### src/shared/transceiver_regs.svh
`ifndef TRANSCEIVER_REGS_SVH
`define TRANSCEIVER_REGS_SVH

// Register byte addresses on the register bus.
`define XCVR_CTRL_ADDR 6'h00
`define XCVR_STATUS_ADDR 6'h04
`define XCVR_BACKPLANE_ADDR 6'h08
`define XCVR_COUNT_ADDR 6'h0C

// Control register field positions.
`define CTRL_FWD_MODE_LO 0
`define CTRL_FWD_MODE_HI 1
`define CTRL_RET_MODE_LO 2
`define CTRL_RET_MODE_HI 3
`define CTRL_FEEDBACK 4
`define CTRL_CARD_OE 5
`define CTRL_BP_EN 6
`define CTRL_BP_EN_N 7
`define CTRL_WIDTH 8

// Control reset value: every output off, both elements buffers.
`define CTRL_RESET 8'h80

// Status register field positions.
`define STATUS_FWD_LO 0
`define STATUS_RET_LO 8
`define STATUS_BUF_VALID 16
`define STATUS_BUF_READY 17
`define STATUS_CARD_ACTIVE 18
`define STATUS_BP_ACTIVE 19

// Bus responses.
`define RESP_OKAY 2'h0
`define RESP_DECERR 2'h3

`endif

### src/shared/transceiver_pkg.sv
package transceiver_pkg;

  // Logic element configuration, one-hot.
  typedef enum logic [2:0] {
    mode_buffer = 3'b001,
    mode_flipflop = 3'b010,
    mode_latch = 3'b100
  } elem_mode_t;

  // Register bus write side progress, one-hot.
  typedef enum logic [2:0] {
    wr_collect = 3'b001,
    wr_respond = 3'b010,
    wr_unused = 3'b100
  } wr_state_t;

endpackage

### src/design/two_entry_buffer.sv
`timescale 1ns/100ps
`default_nettype none

module two_entry_buffer #(
  parameter int WIDTH = 8,
  parameter int DEPTH = 2
) (
  // Clock and reset
  input wire logic sys_clk,
  input wire logic rst_n,
  // Filling side
  input wire logic [WIDTH-1:0] in_data,
  input wire logic in_valid,
  output logic in_ready,
  // Draining side
  output logic [WIDTH-1:0] out_data,
  output logic out_valid,
  input wire logic out_ready
);

  localparam int PW = (DEPTH > 1) ? $clog2(DEPTH) : 1;
  localparam int CW = $clog2(DEPTH + 1);

  logic [WIDTH-1:0] store [DEPTH];
  logic [PW-1:0] wr_ptr;
  logic [PW-1:0] rd_ptr;
  logic [CW-1:0] count;
  wire push = in_valid & in_ready;
  wire pop = out_valid & out_ready;
  wire [PW-1:0] wr_ptr_inc = (wr_ptr == PW'(DEPTH - 1)) ? '0 : wr_ptr + PW'(1);
  wire [PW-1:0] rd_ptr_inc = (rd_ptr == PW'(DEPTH - 1)) ? '0 : rd_ptr + PW'(1);
  wire [CW-1:0] next_count = count + CW'(push) - CW'(pop);

  assign out_data = store[rd_ptr];
  assign out_valid = (count != '0);

  always_ff @(posedge sys_clk) begin
    if (push) begin
      store[wr_ptr] <= in_data;
    end
  end

  // Ready is registered so that it never depends on the drain side combinationally.
  always_ff @(posedge sys_clk or negedge rst_n) begin
    if (!rst_n) begin
      wr_ptr <= '0;
      rd_ptr <= '0;
      count <= '0;
      in_ready <= 1'b0;
    end else begin
      if (push) wr_ptr <= wr_ptr_inc;
      if (pop) rd_ptr <= rd_ptr_inc;
      count <= next_count;
      in_ready <= (next_count != CW'(DEPTH));
    end
  end

endmodule // two_entry_buffer

`default_nettype wire

### src/design/logic_element.sv
`timescale 1ns/100ps
`default_nettype none

module logic_element #(
  parameter int WIDTH = 8
) (
  // Clock and reset
  input wire logic sys_clk,
  input wire logic rst_n,
  // Configuration
  input wire logic [1:0] mode_sel,
  input wire logic clock_or_enable,
  // Data
  input wire logic [WIDTH-1:0] data_in,
  output logic [WIDTH-1:0] data_out,
  output logic capture
);

  transceiver_pkg::elem_mode_t mode;
  logic enable_prev;
  wire rise = clock_or_enable & ~enable_prev;

  // Upper bit high means latch whatever the lower bit is.
  assign mode = mode_sel[1] ? transceiver_pkg::mode_latch :
                mode_sel[0] ? transceiver_pkg::mode_flipflop :
                transceiver_pkg::mode_buffer;

  always_comb begin
    case (mode)
      transceiver_pkg::mode_buffer: capture = 1'b1;
      transceiver_pkg::mode_flipflop: capture = rise;
      transceiver_pkg::mode_latch: capture = clock_or_enable;
      default: capture = 1'b0;
    endcase
  end

  // Without capture the stored word stays, which gives hold in both storing modes.
  always_ff @(posedge sys_clk or negedge rst_n) begin
    if (!rst_n) begin
      enable_prev <= 1'b0;
      data_out <= '0;
    end else begin
      enable_prev <= clock_or_enable;
      if (capture) data_out <= data_in;
    end
  end

endmodule // logic_element

`default_nettype wire

### src/design/registered_transceiver.sv
`timescale 1ns/100ps
`default_nettype none
`include "transceiver_regs.svh"

////////////////////////////////////////////////////////////////////////////////
// Overview of operation
// - Eight lanes each carry a card input bit, a card output bit and a backplane bit.
// - Data is never inverted: card input goes to the backplane, backplane to card output.
// - The forward and the return element each have their own two-bit mode select.
// - Mode 00 is buffer, 01 is flip-flop, and 1x is latch.
// - A buffer registers its input on every cycle, so its output follows one cycle behind and never holds.
// - A flip-flop captures on the rising edge of its own direction's clock input.
// - A latch is transparent while its direction's clock input is high.
// - With feedback select low the return element takes the backplane data.
// - With feedback select high the return element takes the forward element output.
// - The card output port drives only while its output enable is high.
// - The backplane drives only with its high enable high and its low enable low.
// - Both elements keep working while their outputs are off.
module registered_transceiver #(
  parameter int WIDTH = 8,
  parameter int BUF_DEPTH = 2,
  parameter int ADDR_W = 6
) (
  // Clock and reset
  input wire logic sys_clk,
  input wire logic rst_n,
  // Register bus write address
  input wire logic [ADDR_W-1:0] s_axi_awaddr,
  input wire logic s_axi_awvalid,
  output logic s_axi_awready,
  // Register bus write data
  input wire logic [31:0] s_axi_wdata,
  input wire logic [3:0] s_axi_wstrb,
  input wire logic s_axi_wvalid,
  output logic s_axi_wready,
  // Register bus write response
  output logic [1:0] s_axi_bresp,
  output logic s_axi_bvalid,
  input wire logic s_axi_bready,
  // Register bus read address
  input wire logic [ADDR_W-1:0] s_axi_araddr,
  input wire logic s_axi_arvalid,
  output logic s_axi_arready,
  // Register bus read data
  output logic [31:0] s_axi_rdata,
  output logic [1:0] s_axi_rresp,
  output logic s_axi_rvalid,
  input wire logic s_axi_rready,
  // Card side input stream
  input wire logic [WIDTH-1:0] card_input_port,
  input wire logic card_input_valid,
  output logic card_input_ready,
  // Card side output
  output logic [WIDTH-1:0] card_output_port,
  output logic card_output_oe_n,
  // Element strobes
  input wire logic forward_clock_or_enable,
  input wire logic return_clock_or_enable,
  // Backplane, open drain per lane
  input wire logic [WIDTH-1:0] backplane_in,
  output logic [WIDTH-1:0] backplane_out,
  output logic [WIDTH-1:0] backplane_oe_n
);

  //////////////////////////////////////////////////////////////////////////////
  // Control register and its fields.

  logic [`CTRL_WIDTH-1:0] ctrl;
  logic [31:0] word_count;
  logic count_clear;

  wire [1:0] forward_mode_sel = {ctrl[`CTRL_FWD_MODE_HI], ctrl[`CTRL_FWD_MODE_LO]};
  wire [1:0] return_mode_sel = {ctrl[`CTRL_RET_MODE_HI], ctrl[`CTRL_RET_MODE_LO]};
  wire feedback_select = ctrl[`CTRL_FEEDBACK];
  wire card_output_enable = ctrl[`CTRL_CARD_OE];
  wire backplane_drive_enable = ctrl[`CTRL_BP_EN];
  wire backplane_drive_enable_n = ctrl[`CTRL_BP_EN_N];
  wire backplane_active = backplane_drive_enable & ~backplane_drive_enable_n;

  //////////////////////////////////////////////////////////////////////////////
  // Card input buffer.

  logic [WIDTH-1:0] buf_data;
  logic buf_valid;
  logic fwd_capture;
  logic [WIDTH-1:0] held_word;
  wire buf_pop = buf_valid & fwd_capture;

  // A word waits here until the forward element is ready to take it.
  two_entry_buffer #(
    .WIDTH(WIDTH),
    .DEPTH(BUF_DEPTH)
  ) u_card_buffer (
    .sys_clk(sys_clk),
    .rst_n(rst_n),
    .in_data(card_input_port),
    .in_valid(card_input_valid),
    .in_ready(card_input_ready),
    .out_data(buf_data),
    .out_valid(buf_valid),
    .out_ready(fwd_capture)
  );

  // With the buffer empty the element sees the last word taken, as a pin would.
  wire [WIDTH-1:0] fwd_data_in = buf_valid ? buf_data : held_word;

  always_ff @(posedge sys_clk or negedge rst_n) begin
    if (!rst_n) begin
      held_word <= '0;
      word_count <= '0;
    end else begin
      if (buf_pop) held_word <= buf_data;
      if (count_clear) word_count <= '0;
      else if (buf_pop) word_count <= word_count + 32'h0000_0001;
    end
  end

  //////////////////////////////////////////////////////////////////////////////
  // Forward and return elements.

  logic [WIDTH-1:0] fwd_q;
  logic [WIDTH-1:0] ret_q;

  logic_element #(
    .WIDTH(WIDTH)
  ) u_forward_element (
    .sys_clk(sys_clk),
    .rst_n(rst_n),
    .mode_sel(forward_mode_sel),
    .clock_or_enable(forward_clock_or_enable),
    .data_in(fwd_data_in),
    .data_out(fwd_q),
    .capture(fwd_capture)
  );

  // The return element listens to the backplane or to the forward element output.
  wire [WIDTH-1:0] ret_data_in = feedback_select ? fwd_q : backplane_in;

  logic_element #(
    .WIDTH(WIDTH)
  ) u_return_element (
    .sys_clk(sys_clk),
    .rst_n(rst_n),
    .mode_sel(return_mode_sel),
    .clock_or_enable(return_clock_or_enable),
    .data_in(ret_data_in),
    .data_out(ret_q),
    .capture()
  );

  //////////////////////////////////////////////////////////////////////////////
  // Output drivers.

  // Data keeps flowing to the output flops while the driver is off.
  always_ff @(posedge sys_clk or negedge rst_n) begin
    if (!rst_n) begin
      card_output_port <= '0;
      card_output_oe_n <= 1'b1;
    end else begin
      card_output_port <= ret_q;
      card_output_oe_n <= ~card_output_enable;
    end
  end

  // Each lane pulls low for a zero and releases for a one.
  genvar lane;
  generate
    for (lane = 0; lane < WIDTH; lane++) begin : g_lane
      always_ff @(posedge sys_clk or negedge rst_n) begin
        if (!rst_n) begin
          backplane_out[lane] <= 1'b1;
          backplane_oe_n[lane] <= 1'b1;
        end else begin
          backplane_out[lane] <= fwd_q[lane];
          backplane_oe_n[lane] <= ~(backplane_active & ~fwd_q[lane]);
        end
      end
    end
  endgenerate

  //////////////////////////////////////////////////////////////////////////////
  // Register bus, write side.

  transceiver_pkg::wr_state_t wr_state;
  transceiver_pkg::wr_state_t next_wr_state;
  logic aw_held;
  logic w_held;
  logic [ADDR_W-1:0] aw_addr;
  logic [31:0] w_data;
  logic [3:0] w_strb;
  logic next_aw_held;
  logic next_w_held;

  wire aw_take = s_axi_awvalid & s_axi_awready;
  wire w_take = s_axi_wvalid & s_axi_wready;
  wire b_done = s_axi_bvalid & s_axi_bready;
  wire wr_fire = (wr_state == transceiver_pkg::wr_collect) & aw_held & w_held;
  wire wr_ctrl_hit = (aw_addr == `XCVR_CTRL_ADDR);
  wire wr_count_hit = (aw_addr == `XCVR_COUNT_ADDR);
  wire wr_ro_hit = (aw_addr == `XCVR_STATUS_ADDR) | (aw_addr == `XCVR_BACKPLANE_ADDR);
  wire wr_mapped = wr_ctrl_hit | wr_count_hit | wr_ro_hit;
  assign count_clear = wr_fire & wr_count_hit & w_strb[0];

  always_comb begin
    next_wr_state = wr_state;
    next_aw_held = aw_held | aw_take;
    next_w_held = w_held | w_take;
    case (wr_state)
      transceiver_pkg::wr_collect: begin
        if (wr_fire) next_wr_state = transceiver_pkg::wr_respond;
      end
      transceiver_pkg::wr_respond: begin
        if (b_done) begin
          next_wr_state = transceiver_pkg::wr_collect;
          next_aw_held = 1'b0;
          next_w_held = 1'b0;
        end
      end
      default: next_wr_state = transceiver_pkg::wr_collect;
    endcase
  end

  always_ff @(posedge sys_clk or negedge rst_n) begin
    if (!rst_n) begin
      wr_state <= transceiver_pkg::wr_collect;
      aw_held <= 1'b0;
      w_held <= 1'b0;
      aw_addr <= '0;
      w_data <= '0;
      w_strb <= '0;
      s_axi_awready <= 1'b0;
      s_axi_wready <= 1'b0;
    end else begin
      wr_state <= next_wr_state;
      aw_held <= next_aw_held;
      w_held <= next_w_held;
      if (aw_take) aw_addr <= s_axi_awaddr;
      if (w_take) w_data <= s_axi_wdata;
      if (w_take) w_strb <= s_axi_wstrb;
      s_axi_awready <= ~next_aw_held;
      s_axi_wready <= ~next_w_held;
    end
  end

  // Only byte lane zero carries control bits; other lanes are ignored.
  always_ff @(posedge sys_clk or negedge rst_n) begin
    if (!rst_n) begin
      ctrl <= `CTRL_RESET;
      s_axi_bvalid <= 1'b0;
      s_axi_bresp <= `RESP_OKAY;
    end else begin
      if (wr_fire & wr_ctrl_hit & w_strb[0]) ctrl <= w_data[`CTRL_WIDTH-1:0];
      if (wr_fire) begin
        s_axi_bvalid <= 1'b1;
        s_axi_bresp <= wr_mapped ? `RESP_OKAY : `RESP_DECERR;
      end else if (b_done) begin
        s_axi_bvalid <= 1'b0;
      end
    end
  end

  //////////////////////////////////////////////////////////////////////////////
  // Register bus, read side.

  wire ar_take = s_axi_arvalid & s_axi_arready;
  wire r_done = s_axi_rvalid & s_axi_rready;
  wire rd_ctrl_hit = (s_axi_araddr == `XCVR_CTRL_ADDR);
  wire rd_status_hit = (s_axi_araddr == `XCVR_STATUS_ADDR);
  wire rd_bp_hit = (s_axi_araddr == `XCVR_BACKPLANE_ADDR);
  wire rd_count_hit = (s_axi_araddr == `XCVR_COUNT_ADDR);
  wire rd_mapped = rd_ctrl_hit | rd_status_hit | rd_bp_hit | rd_count_hit;

  logic [31:0] status_word;
  always_comb begin
    status_word = '0;
    status_word[`STATUS_FWD_LO +: WIDTH] = fwd_q;
    status_word[`STATUS_RET_LO +: WIDTH] = ret_q;
    status_word[`STATUS_BUF_VALID] = buf_valid;
    status_word[`STATUS_BUF_READY] = card_input_ready;
    status_word[`STATUS_CARD_ACTIVE] = ~card_output_oe_n;
    status_word[`STATUS_BP_ACTIVE] = backplane_active;
  end

  wire [31:0] rd_word = rd_ctrl_hit ? {{(32 - `CTRL_WIDTH){1'b0}}, ctrl} :
                        rd_status_hit ? status_word :
                        rd_bp_hit ? {{(32 - WIDTH){1'b0}}, backplane_in} :
                        rd_count_hit ? word_count : 32'h0000_0000;

  always_ff @(posedge sys_clk or negedge rst_n) begin
    if (!rst_n) begin
      s_axi_arready <= 1'b0;
      s_axi_rvalid <= 1'b0;
      s_axi_rdata <= '0;
      s_axi_rresp <= `RESP_OKAY;
    end else begin
      if (ar_take) begin
        s_axi_arready <= 1'b0;
        s_axi_rvalid <= 1'b1;
        s_axi_rdata <= rd_word;
        s_axi_rresp <= rd_mapped ? `RESP_OKAY : `RESP_DECERR;
      end else if (r_done) begin
        s_axi_rvalid <= 1'b0;
        s_axi_arready <= 1'b1;
      end else if (!s_axi_rvalid) begin
        s_axi_arready <= 1'b1;
      end
    end
  end

endmodule // registered_transceiver

`default_nettype wire

### config.mk
export PLATFORM = sky130hd
export DESIGN_NAME = registered_transceiver
export DESIGN_NICKNAME = d
export VERILOG_FILES = /design/src/shared/transceiver_pkg.sv /design/src/design/two_entry_buffer.sv /design/src/design/logic_element.sv /design/src/design/registered_transceiver.sv
export VERILOG_INCLUDE_DIRS = /design/src /design/src/shared
export SDC_FILE = /design/constraint.sdc
export NUM_CORES = 1
export LEC_CHECK = 0
export ABC_CLOCK_PERIOD_IN_PS = 2670
export BUFFER_PORTS_ARGS = -buffer_cell sky130_fd_sc_hd__buf_2
export CAP_MARGIN = 25
export CORE_ASPECT_RATIO = 0.5
export CORE_MARGIN = 8
export CORE_UTILIZATION = 31
export DETAILED_ROUTE_END_ITERATION = 10
export GPL_TIMING_DRIVEN = 0
export PLACE_DENSITY = 0.5
export SKIP_CTS_REPAIR_TIMING = 1
export SLEW_MARGIN = 20
export SYNTH_ARGS = -nofsm -noshare
export SYNTH_HDL_FRONTEND = slang
export SYNTH_HIERARCHICAL = 1
export SYNTH_SLANG_ARGS = --single-unit
export TNS_END_PERCENT = 30
### constraint.sdc
create_clock -name sys_clk -period 2.67 [get_ports sys_clk]
set_input_delay 0.6675 -clock sys_clk [delete_from_list [all_inputs] [get_ports sys_clk]]
set_output_delay 0.6675 -clock sys_clk [all_outputs]
set_load 0.03 [all_outputs]
==> flow_metrics.tcl <==
set metrics [dict create \
    status "complete, no violations" \
    final_cell_mix "135 x dfrtp_1, 112 x buf_2, 64 x mux2_2, 48 x nand2_1" \
    power_switching_share_pct 32.9 \
    cp_max_fo 10 \
    power_density_mw_per_mm2 976 \
    die_h_um 124 \
    hpwl_um 13800 \
    finalCritPeriodShare_pct 95.8 \
    p_clk_share_pct 27.8 \
    htreeDepth 4 \
    setup_viol 0 \
    min_period_ns 2.56 \
    via_per_inst 4.88 \
    syn_avg_cell_area_um2 13.0 \
    synth.net_count 635 \
    leakage_nw 3.85 \
    p_total_mw 8.61 \
    pre_cts_ws_ns -0.363 \
    cts-root-buf "clkbuf_16" \
    grt_pass1_wl_um 29900 \
    ant_nets 0 \
    drive_gt1_share_pct 37.1 \
    clkLatencyLatePin_ns 0.43 \
    path_class "register to register" \
    routed_wl_um 18800 \
    final.setup.worst_slack_ns 0.113 \
    area_growth_pct 21.5 \
    combPwrFrac_pct 27.7 \
    gp_congestion 0.767 \
    core-area_mm2 0.0229 \
    finClkSkew_ns 0.0110 \
    final_nets 769 \
    antenna_found_initial 0 \
    vdd_ir_drop_max_mv 0.450 \
    io_pins 141 \
    grt_max_degree 81 \
    start_util_pct 31.7 \
    drcViolationCount 0 \
    cts_buffer_depth 2 \
    synth_warnings 6 \
    fmax_mhz 391 \
    relSlewSlack_pct 40.1 \
    die_area_mm2 0.0289 \
    slew_violations 0 \
    cts_buffers 17 \
    die_x_um 232 \
    io_buffers 112 \
    nFillCells 2264 \
    power_frac_seq_pct 44.5 \
    n_antenna_cell 0 \
    crit_path_start_kind "register" \
    cp-end-kind "register" \
    cp_data_arrival_time_ns 2.91 \
    overflow 0 \
    netlist_instances 558 \
    final_common_cell "dfrtp_1" \
    power_switching_mw 2.83 \
    hold_ws_ns 0.204 \
    max_cap_violations 0 \
    std_cell_rows 39 \
    cts_tree "done" \
    grt_pass1_vias 5147 \
    worst_pin_slew_ns 0.897 \
    intPower_mw 5.78 \
    vias 4936 \
    post_drt_wl_per_cell_um 18.6 \
    drt_iter0_markers 322 \
    synth_area_mm2 0.00726 \
    grtUsageTotal_pct 13.2 \
    hp-class "input port to async pin" \
    setup-tns-final_ns 0 \
    hold_viol_final 0 \
    clk_pin_slew_ns 0.07 \
    clock_sinks 170 \
    first_pass_iters 4 \
    worstPathRequired_ns 3.02 \
]
## critical path: stages, from the launching register on
cell	delay [ns]
dfrtp_1	0.42
nor2_1	0.20
a21oi_4	0.10
inv_2	0.14
nand4_1	0.26
or4_4	0.56
buf_6	0.17
or4_1	0.46
a21oi_1	0.16
## final cells by class
class                           count  area, um^2  area share, %
Timing Repair Buffer              115         611           6.92
Sequential cell                   170        4360           49.4
Inverter                           11        41.3          0.468
Clock inverter                      9        91.3           1.04
Buffer                             28         135           1.53
Multi-Input combinational cell    349        2740           31.0
Clock buffer                       22         469           5.32
Tap cell                          307         384           4.35
## power by group through the flow
| stage | Combinational (mW) | Sequential, mW | Clock, mW |
|---|---|---|---|
| global route | 2.59 | 3.93 | 2.57 |
| floorplan | 1.48 | 4.02 | 0 |
| CTS | 2.43 | 3.85 | 2.46 |
| global placement | 2.36 | 3.87 | 0 |
| finish | 2.39 | 3.83 | 2.39 |
| detailed placement | 2.42 | 3.89 | 0 |
## routing by layer
layer  up-vias  global-route usage [%]  wire, um
met1      2541                    17.0      8540
met5         -                       0         0
li1       2317                       -         -
met4         0                    4.51       363
met2        60                    21.6      9300
met3        18                    3.21       581
## through the flow
step                util, %  std cells  cell area [um^2]
floorplan                 -        558              7260
global placement       35.8        977              8210
detailed placement     36.0        978              8250
CTS                    38.4       1009              8810
global route           38.5       1011              8820
finish                 38.5       1011              8820
## final timing paths
| kind | from | endpoint | slack (ns) | depth (start not counted) |
|---|---|---|---|---|
| min | rst_n | aw_addr[2]$_DFFE_PN0P_ | 0.20 | 1 |
| min reg2reg | ctrl[5]$_DFFE_PN0P_ | card_output_oe_n$_DFF_PN1_ | 0.40 | 1 |
| max | ctrl[1]$_DFFE_PN0P_ | word_count[20]$_DFFE_PN0P_ | 0.11 | 8 |
| max reg2reg | ctrl[1]$_DFFE_PN0P_ | word_count[20]$_DFFE_PN0P_ | 0.11 | 8 |
| min in group sys_clk | forward_clock_or_enable | u_forward_element/enable_prev$_DFF_PN0_ | 0.39 | 1 |
| max in group asynchronous | rst_n | backplane_out[7]$_DFF_PN1_ | 1.62 | 2 |
## state kept, by name, indices dropped and copies added (netlist names), 2 cells and up
signal	cells
word_count	32
w_data	8
s_axi_rdata	32
u_return_element/data_out	8
wr_state	2
card_output_port	8
backplane_oe_n	8
held_word	8
ctrl	8
aw_addr	6
u_forward_element/data_out	8
u_card_buffer/store	16
backplane_out	8
u_card_buffer/count	2
Power figures use the tool's default switching activity.
